File: config.mk
export PLATFORM = sky130hd
export DESIGN_NAME = acs_sequencer
export DESIGN_NICKNAME = d
export VERILOG_FILES = /design/src/acs_fifo.v /design/src/acs_sequencer.v
export VERILOG_INCLUDE_DIRS = /design/src /design/src/inc
export SDC_FILE = /design/constraint.sdc
export NUM_CORES = 1
export LEC_CHECK = 0
export ABC_AREA = 1
export BUFFER_PORTS_ARGS = -buffer_cell sky130_fd_sc_hd__buf_4
export CORE_ASPECT_RATIO = 1.5
export CORE_MARGIN = 4
export CORE_UTILIZATION = 65
export CTS_CLUSTER_DIAMETER = 30
export DETAILED_ROUTE_END_ITERATION = 8
export HOLD_SLACK_MARGIN = 0.1
export PLACE_DENSITY = 0.9
export SLEW_MARGIN = 20
export SYNTH_ARGS = -nofsm -noshare
export SYNTH_HDL_FRONTEND = slang
export SYNTH_SLANG_ARGS = --single-unit
File: constraint.sdc
create_clock -name ref_clk -period 5.7 [get_ports ref_clk]
set_input_delay 0.855 -clock ref_clk [delete_from_list [all_inputs] [get_ports ref_clk]]
set_output_delay 0.855 -clock ref_clk [all_outputs]
set_load 0.02 [all_outputs]
File: src/inc/acs_regs.vh
`ifndef ACS_REGS_VH
`define ACS_REGS_VH

// Calibration sequence length in convert clock cycles.
`define ACS_CAL_CYCLES 32'd32775
// Clocks spent flushing after busy drops, before converter words are accepted again.
`define ACS_FLUSH_CYCLES 4'd7
// Power-on delay before the automatic calibration, 2 to the 21st clocks.
`define ACS_POWERON_CYCLES 32'd2097152
// Strap codes for the range select input.
`define ACS_SEL_TIED_VREF 2'h0
`define ACS_SEL_GROUND 2'h1
`define ACS_SEL_SUPPLY 2'h2
// Sequencer state codes.
`define ACS_ST_WAIT 3'h0
`define ACS_ST_IDLE 3'h1
`define ACS_ST_HELD 3'h2
`define ACS_ST_CAL 3'h3
`define ACS_ST_FLUSH 3'h4
// Width of the sample word.
`define ACS_WORD_W 14

`endif

File: src/acs_fifo.v
`timescale 1ns/10ps
`include "acs_regs.vh"

module acs_fifo #(
    parameter WIDTH = 15,
    parameter DEPTH = 8,
    parameter AW = 3
) (
    input wire ref_clk,
    input wire reset,
    input wire flush,
    input wire in_valid,
    output wire in_ready,
    input wire [WIDTH-1:0] in_data,
    output wire out_valid,
    input wire out_ready,
    output wire [WIDTH-1:0] out_data
);
    reg [WIDTH-1:0] mem [0:DEPTH-1];
    reg [AW-1:0] wr_ptr;
    reg [AW-1:0] rd_ptr;
    reg [AW:0] count;
    wire do_wr;
    wire do_rd;

    assign in_ready = (count != DEPTH[AW:0]);
    assign out_valid = (count != {(AW+1){1'b0}});
    assign out_data = mem[rd_ptr];
    assign do_wr = in_valid && in_ready;
    assign do_rd = out_valid && out_ready;

    always @(posedge ref_clk) begin
        if (do_wr) begin
            mem[wr_ptr] <= in_data;
        end
    end

    always @(posedge ref_clk) begin
        if (reset || flush) begin
            wr_ptr <= {AW{1'b0}};
            rd_ptr <= {AW{1'b0}};
            count <= {(AW+1){1'b0}};
        end else begin
            if (do_wr) begin
                wr_ptr <= (wr_ptr == DEPTH[AW-1:0] - 1'b1) ? {AW{1'b0}} : wr_ptr + 1'b1;
            end
            if (do_rd) begin
                rd_ptr <= (rd_ptr == DEPTH[AW-1:0] - 1'b1) ? {AW{1'b0}} : rd_ptr + 1'b1;
            end
            if (do_wr && !do_rd) begin
                count <= count + 1'b1;
            end else if (do_rd && !do_wr) begin
                count <= count - 1'b1;
            end
        end
    end
endmodule

File: src/acs_sequencer.v
// How it works
// - Correction registers clear on the rising edge of the request.
// - A requested calibration sequence starts only when the request falls.
// - Calibration lasts a fixed 32,775 convert clock cycles.
// - While calibrating, busy is high and sample outputs are zero.
// - Analog input samples are ignored for the whole calibration.
// - Busy drops at the end; first valid word nine clocks later.
// - After power-up wait 2^21 clocks, then calibrate automatically.
// - Range strap picks a 1 V or 2 V internal reference.
// - Range strap at supply shuts the reference and its buffer off.
// - Format select high gives two's complement, low offset binary.
// - Out-of-range flag travels with its sample word, same latency.
`timescale 1ns/10ps
`include "acs_regs.vh"

module acs_sequencer #(
    parameter WORD_W = `ACS_WORD_W,
    parameter CAL_CYCLES = `ACS_CAL_CYCLES,
    parameter POWERON_CYCLES = `ACS_POWERON_CYCLES,
    parameter FIFO_DEPTH = 8
) (
    input wire ref_clk,
    input wire reset,
    input wire cal_request,
    input wire twos_complement_select,
    input wire [1:0] range_select,
    input wire [WORD_W-1:0] conv_word,
    input wire conv_over,
    input wire conv_valid,
    output wire conv_ready,
    output reg [WORD_W-1:0] sample_word,
    output reg out_of_range_flag,
    output reg sample_valid,
    input wire sample_ready,
    output reg cal_busy,
    output reg corr_clear,
    output reg cal_run,
    output reg ref_2v_select,
    output reg ref_enable,
    output reg ref_buffer_connect
);
    // ------------------------------------------------------------------
    // Input synchronisers.
    // ------------------------------------------------------------------
    reg req_meta;
    reg req_sync;
    reg req_prev;
    reg fmt_meta;
    reg fmt_sync;
    reg [1:0] sel_meta;
    reg [1:0] sel_sync;

    always @(posedge ref_clk) begin
        if (reset) begin
            req_meta <= 1'b0;
            req_sync <= 1'b0;
            req_prev <= 1'b0;
            fmt_meta <= 1'b0;
            fmt_sync <= 1'b0;
            sel_meta <= `ACS_SEL_TIED_VREF;
            sel_sync <= `ACS_SEL_TIED_VREF;
        end else begin
            req_meta <= cal_request;
            req_sync <= req_meta;
            req_prev <= req_sync;
            fmt_meta <= twos_complement_select;
            fmt_sync <= fmt_meta;
            sel_meta <= range_select;
            sel_sync <= sel_meta;
        end
    end

    wire req_rise;
    wire req_fall;
    assign req_rise = req_sync && !req_prev;
    assign req_fall = !req_sync && req_prev;

    // ------------------------------------------------------------------
    // Calibration sequencer.
    // ------------------------------------------------------------------
    reg [2:0] state;
    reg [2:0] next_state;
    reg [31:0] count;
    reg [31:0] next_count;
    wire calibrating;

    // Busy covers the held request too, so no sample leaks out meanwhile.
    assign calibrating = (state == `ACS_ST_CAL) || (state == `ACS_ST_HELD) ||
                         (state == `ACS_ST_WAIT);

    always @* begin
        next_state = state;
        next_count = count + 32'd1;
        case (state)
            `ACS_ST_WAIT: begin
                if (count == POWERON_CYCLES - 1) begin
                    next_state = `ACS_ST_CAL;
                    next_count = 32'd0;
                end
                if (req_rise) begin
                    next_state = `ACS_ST_HELD;
                end
            end
            `ACS_ST_IDLE: begin
                next_count = 32'd0;
                if (req_rise) begin
                    next_state = `ACS_ST_HELD;
                end
            end
            `ACS_ST_HELD: begin
                next_count = 32'd0;
                if (req_fall) begin
                    next_state = `ACS_ST_CAL;
                end
            end
            `ACS_ST_CAL: begin
                if (req_rise) begin
                    next_state = `ACS_ST_HELD;
                    next_count = 32'd0;
                end else if (count == CAL_CYCLES - 1) begin
                    next_state = `ACS_ST_FLUSH;
                    next_count = 32'd0;
                end
            end
            `ACS_ST_FLUSH: begin
                if (req_rise) begin
                    next_state = `ACS_ST_HELD;
                end else if (count == {28'd0, `ACS_FLUSH_CYCLES} - 32'd1) begin
                    next_state = `ACS_ST_IDLE;
                    next_count = 32'd0;
                end
            end
            default: begin
                next_state = `ACS_ST_IDLE;
                next_count = 32'd0;
            end
        endcase
    end

    always @(posedge ref_clk) begin
        if (reset) begin
            state <= `ACS_ST_WAIT;
            count <= 32'd0;
            cal_busy <= 1'b1;
            corr_clear <= 1'b0;
            cal_run <= 1'b0;
        end else begin
            state <= next_state;
            count <= next_count;
            cal_busy <= (next_state == `ACS_ST_CAL) || (next_state == `ACS_ST_HELD) ||
                        (next_state == `ACS_ST_WAIT);
            corr_clear <= req_rise;
            cal_run <= (next_state == `ACS_ST_CAL);
        end
    end

    // ------------------------------------------------------------------
    // Reference strap decode.
    // ------------------------------------------------------------------
    always @(posedge ref_clk) begin
        if (reset) begin
            ref_2v_select <= 1'b0;
            ref_enable <= 1'b0;
            ref_buffer_connect <= 1'b0;
        end else begin
            ref_2v_select <= (sel_sync == `ACS_SEL_GROUND);
            ref_enable <= (sel_sync != `ACS_SEL_SUPPLY);
            ref_buffer_connect <= (sel_sync != `ACS_SEL_SUPPLY);
        end
    end

    // ------------------------------------------------------------------
    // Sample path through the FIFO.
    // ------------------------------------------------------------------
    wire quiet;
    wire fifo_out_valid;
    wire fifo_out_ready;
    wire fifo_in_ready;
    wire [WORD_W:0] fifo_out_data;
    wire [WORD_W-1:0] fmt_word;

    // Converter words are dropped while calibrating or flushing.
    assign quiet = calibrating || (state == `ACS_ST_FLUSH);
    assign conv_ready = fifo_in_ready || quiet;
    assign fmt_word = fmt_sync ? {~conv_word[WORD_W-1], conv_word[WORD_W-2:0]} :
                      conv_word;
    assign fifo_out_ready = !sample_valid || sample_ready;

    acs_fifo #(
        .WIDTH(WORD_W + 1),
        .DEPTH(FIFO_DEPTH),
        .AW(3)
    ) u_fifo (
        .ref_clk(ref_clk),
        .reset(reset),
        .flush(quiet),
        .in_valid(conv_valid && !quiet),
        .in_ready(fifo_in_ready),
        .in_data({conv_over, fmt_word}),
        .out_valid(fifo_out_valid),
        .out_ready(fifo_out_ready),
        .out_data(fifo_out_data)
    );

    always @(posedge ref_clk) begin
        if (reset) begin
            sample_word <= {WORD_W{1'b0}};
            out_of_range_flag <= 1'b0;
            sample_valid <= 1'b0;
        end else if (quiet) begin
            sample_word <= {WORD_W{1'b0}};
            out_of_range_flag <= 1'b0;
            sample_valid <= 1'b0;
        end else if (fifo_out_ready) begin
            sample_valid <= fifo_out_valid;
            if (fifo_out_valid) begin
                sample_word <= fifo_out_data[WORD_W-1:0];
                out_of_range_flag <= fifo_out_data[WORD_W];
            end
        end
    end
endmodule

* Word-level counts from Yosys, hierarchy flattened *
Memories as Yosys holds them, arrays and structs flattened. A register that Yosys moved wholly into a read port is not among the register bits.
Cells that the tools add are included.

storage, ports and cells
  flip-flop bits (word level) = 60
  bits in latches = 0
  memory bits (writable) = 120
  memory bits (read-only) = 0
  output and inout bits = 23
  memories kept = 1

memory list
  memory      depth  bits a word  rd ports  clocked after Yosys merged registers in  write ports  line           text
  u_fifo.mem  8      15           1         1                                        1            acs_fifo.v:19  reg [WIDTH-1:0] mem [0:DEPTH-1];

cells by class
  add/subtract/negate cells = 5
  multiply operators = 0
  divide/modulo/power cells = 0
  order comparisons = 0
  eq/ne operators = 14
  shift-type cells = 0
  multiplexer cells = 22
  bitwise logic cells = 1
  reductions and logical operators = 27

operator list
  kind                                                                     number
  32-bit two-way mux                                                       5
  32-bit one-hot mux with 3 select lines                                   1
  32-bit by 1-bit adder with 32-bit output, second input constant          1
  32-bit by 16-bit equality test with 1-bit output, second input constant  1
  32-bit by 21-bit equality test with 1-bit output, second input constant  1
  32-bit by 3-bit equality test with 1-bit output, second input constant   1
  3-bit two-way mux                                                        10
  3-bit one-hot mux with 5 select lines                                    1
  14-bit two-way mux                                                       1
  3-bit by 2-bit equality test with 1-bit output, second input constant    4
  3-bit equality test, second input constant                               3
  1-bit logical OR                                                         8
  4-bit two-way mux                                                        2
  1-bit logical AND                                                        7
  3-bit by 1-bit adder with 3-bit output, second input constant            2
  1-bit logical NOT                                                        6
  3-bit logical NOT                                                        2
  4-bit by 1-bit adder with 4-bit output, second input constant            1
  4-bit inequality test, second input constant                             1
  4-bit nonzero test                                                       1
  4-bit by 1-bit subtractor with 4-bit output, second input constant       1
  3-bit by 1-bit equality test with 1-bit output, second input constant    1
  2-bit by 1-bit equality test with 1-bit output, second input constant    1
  1-bit two-way mux                                                        2
  other kinds (5)                                                          5

* Depth between registers and ports, before layout *
  depth in word-level cells = 11
  depth in mapped cells = 15

* Cells and area by module *
A second synthesis with hierarchy kept.

unflattened totals
  cell total of the unflattened synthesis = 946
  area, all modules = 8714.6 µm²

by module, submodules not included
  module         times used  cells each  area each (µm²)
  acs_fifo       1           497         5501.5
  acs_sequencer  1           449         3213.1

* Worst setup path before layout *
Ideal clock, no wire load.

  path kind = input to register
  from = input port sample_ready
  to = register u_fifo.count[3]
  library setup time = 0.058 ns
  data arrival time = 2.791 ns
  data required time = 5.642 ns
  path slack = 2.851 ns
  cell stages on the path = 14
  path buffers = 1
  cells stage by stage = nor2_1 a31oi_2 inv_1 clkbuf_1 ha_1 inv_1 ha_1 a21o_1 a21oi_1 nor2_1 nor2_1 nand2_1 a21oi_1 o21a_1

on the way
  longest elaborated chain between the ends = 5
  elaborated cells on any way between the ends = 7
  those cells by class = mux (1); reduce/logical (6)

RTL lines
  item                                                            line                 text
  start, declared                                                 acs_sequencer.v:34   input wire sample_ready,
  1-bit logical OR (*)                                            acs_sequencer.v:187  assign fifo_out_ready = !sample_valid || sample_ready;
  1-bit logical AND (*)                                           acs_fifo.v:30        assign do_rd = out_valid && out_ready;
  1-bit logical NOT                                               acs_fifo.v:50        if (do_wr && !do_rd) begin
  1-bit logical AND                                               acs_fifo.v:50
  4-bit two-way mux / 2-bit nonzero test (equally long branches)  -
  end signal, assigned                                            acs_fifo.v:42        count <= {(AW+1){1'b0}};
  end signal, assigned                                            acs_fifo.v:51        count <= count + 1'b1;
  end signal, assigned                                            acs_fifo.v:53        count <= count - 1'b1;
  end, declared                                                   acs_fifo.v:22        reg [AW:0] count;

Every way passes the cells marked *; elsewhere a longest branch is shown, timed or not.
A chain may end at the register's enable or synchronous reset.

* Worst setup path in the final report *
Ends and elaborated chain as after synthesis.

==> impl_metrics.py <==
metrics = {
    "sta": {
        "grt_setup_unrepaired": "no",
        "max-slew-margin-rel_pct": 27.97,
        "slew_violations": 0,
        "finalSetupTns_ns": 0,
        "setup_viol": 0,
        "hold_viol": 0,
        "min_period_ns": 3.771,
        "clock_skew_ns": 0.01202,
        "min_period_over_period_pct": 66.16,
        "worst_pin_slew_ns": 1.077,
        "fmax_ghz": 0.2652,
    },
    "critical_path": {
        "worst-setup-path-type": "input port to flip-flop",
        "max_stage_delay_ns": 0.83,
        "cpMostUsedCell": "nor2_1",
        "worstPathRequired_ns": 6.08,
        "endpoint_kind": "flip-flop",
        "slowest_stage": "a31oi_2",
        "worst-r2r-setup-slack_ns": 1.96,
        "critPathMaxFanout": 20,
        "startpoint_type": "input port",
        "worstPathCellList": "buf_4 -> nor2_1 -> a31oi_2 -> inv_1 -> ha_1 -> inv_1 -> ha_1 -> a21o_1 -> a21oi_1 -> nor2_1 -> nor2_1 -> nand2_1 -> a21oi_1 -> o21a_1",
        "critPathArrivalTime_ns": 4.15,
    },
    "yosys": {
        "synth_flop_cell": "edfxtp_1",
        "synth_seq_area_share_pct": 61.35,
        "synth_cell_type_count": 42,
        "ys.warnings.count": 0,
        "synthArstFlopShare_pct": 0,
        "synth_area_leader_cell": "edfxtp_1",
        "synth.avg_cell_area_um2": 10.26,
        "synth_common_cells": "nor2_1 (136), edfxtp_1 (120), nand2_1 (95)",
        "synth_edf_count": 120,
        "synth_fp_nets": 844,
        "synth_area_um2": 8320,
        "synth_top_area_share_pct": 43.31,
        "synth_most_common_cell": "nor2_1",
        "synthTopCellsByArea": "edfxtp_1 (43%), dfxtp_1 (18%), nor2_1 (6.1%)",
        "netlist_instances": 811,
        "synth_seq_cells": 195,
    },
    "layout": {
        "nNetsFinal": 887,
        "drive_gt1_share_pct": 15.80,
        "nFillCells": 761,
        "area_growth_pct": 12.68,
        "antennaDiodeCount": 0,
        "post-route-util_pct": 74.93,
    },
    "routing": {
        "ant_nets": 0,
        "wl_per_cell_um": 18.06,
        "vias_per_cell": 5.925,
        "wirelength_um": 18470,
        "drt_iter0_drc": 481,
        "drc": 0,
        "firstDrtPassIters": 5,
        "vias": 6061,
    },
    "placed_design": {
        "place_congestion": 0.9026,
        "port_buffers": 45,
        "post-dp-hpwl_um": 11900,
    },
    "clock_tree": {
        "clock_sinks": 195,
        "cts-root-buf": "clkbuf_16",
        "cts_buffers": 17,
        "cts_max_level": 4,
        "cts_resized": 0,
        "postCtsHoldBufs": 0,
        "clkTransAtPathRegs_ns": 0.07,
        "cts_buffer_depth": 2,
        "cts_tree": "yes",
        "post_cts_buffers": 0,
        "insertion_delay_ns": 0.43,
    },
    "global_route": {
        "grt_usage_pct": 25.86,
        "grt_pass1_vias": 6152,
        "grt_pass1_wl_um": 29730,
        "grt_max_degree": 64,
        "globalRouteOverflowTotal": 0,
        "grt_antenna_before_repair": 0,
    },
    "status": {
        "status": "finished clean",
    },
    "power_and_ir_drop": {
        "p_sw_uw": 688.0,
        "pwr-share-clk_pct": 41.5,
        "p_leak_uw": 0.003357,
        "p_int_uw": 2197,
        "switching_share_pct": 23.85,
        "ir_worst_vdd_mv": 0.2635,
        "pwr-share-comb_pct": 5.7,
        "powerDensity_nw_per_um2": 307.7,
        "pwr-share-seq_pct": 52.8,
    },
    "die": {
        "initial_core_util_pct": 66.50,
        "fp.dieH_um": 146.6,
        "core_area_um2": 12510,
        "die_width_um": 100.4,
        "num_rows": 50,
        "dieArea_um2": 14710,
        "io_pins": 46,
    },
    "job": {
        "drv_cap": 0,
    },
    "min_path": {
        "hold_path.class": "flip-flop to flip-flop",
    },
}
[layer usage]
metal	track usage, %	part of all wire (%)
met5	0	0
met4	14.70	4.3
met3	4.685	5.7
met2	46.12	55
met1	28.22	35
[stage by stage]
step | power [uW] | worst slack [ns] | cells | hold slack, ns | instance area (um2)
2_1_floorplan | 1667 | 2.851 | 811 | 0.3883 | 8320
3_3_place_gp | 1707 | 1.595 | 991 | 0.3892 | 8773
3_5_place_dp | 1714 | 1.579 | 991 | 0.3988 | 8773
4_1_cts | 2884 | 1.960 | 1023 | 0.4114 | 9371
5_1_grt | 2964 | 1.666 | 1023 | 0.4220 | 9375
6_report | 2885 | 1.929 | 1023 | 0.4079 | 9375
[power groups by stage]
stage	registers [uW]	logic (uW)	clock network (uW)
detailed placement	1550	160	0
floorplan	1550	112	0
global route	1520	181	1260
CTS	1520	164	1200
global placement	1550	154	0
finish	1520	165	1200
[logic make-up (layout without fill, tap and decap cells)]
kind of cell               count (synthesis)  in the layout  synth area share, %
AOI/OAI and AO/OA                        128            128                9.249
adders and majority gates                 10             10                1.594
and+or+nand+nor                          326            326                17.59
buffers and inverters                    108            164                5.353
muxes                                     15             15                1.804
DFF                                      195            195                61.35
xor gates and xnor gates                  29             29                3.053
[sequential cells by signal, indices dropped and copies added, names as in the netlist]
name                flops
ref_2v_select           1
cal_run                 1
sample_word            14
count                  32
sample_valid            1
corr_clear              1
req_meta                1
u_fifo.mem            120
ref_buffer_connect      1
out_of_range_flag       1
req_prev                1
u_fifo.count            4
u_fifo.rd_ptr           3
sel_meta                2
fmt_sync                1
cal_busy                1
sel_sync                2
req_sync                1
fmt_meta                1
state                   3
u_fifo.wr_ptr           3
[path summary, 6_finish.rpt]
kind / to / cells after the start / start
max: u_fifo.count[3] / 14 / sample_ready
min: sel_sync[1] / 2 / sel_meta[1]
max reg2reg: u_fifo.count[3] / 13 / u_fifo.count[2]
min reg2reg: sel_sync[1] / 2 / sel_meta[1]
[critical path: cells and delay by family]
| family | cells | cell delay [ns] |
|---|---|---|
| fa+ha+maj | 2 | 0.69 |
| buf+inv | 3 | 0.87 |
| simple gates | 4 | 0.26 |
| compound gates | 5 | 1.47 |
[cells in the final DEF (no fill, tap or decap), drive strengths merged, types with 2 or more instances in the layout]
master,Yosys,final
xnor2,5,5
nor3,17,17
nand3,28,28
nand4,8,8
inv,77,85
edfxtp,120,120
dfxtp,75,75
o21ai,47,47
nor2,168,168
xor2,24,24
a31oi,2,2
o22ai,16,16
mux2i,15,15
buf,8,55
o211ai,30,30
ha,9,9
a21oi,25,25
clkbuf,23,18
a211oi,3,3
nand2,102,102
clkinv,0,4
[layout make-up]
class / count / area (um2) / area share (%)
well taps: 156 / 195.2 / 2.082
clock buffers: 18 / 439.2 / 4.684
flip-flops and latches: 195 / 5107 / 54.48
multi-input cells: 508 / 2773 / 29.57
repair buffers: 55 / 412.9 / 4.404
inverters: 77 / 289.0 / 3.083
clock inverters: 14 / 158.9 / 1.695
No activity file was read; power rests on OpenSTA's default activity.
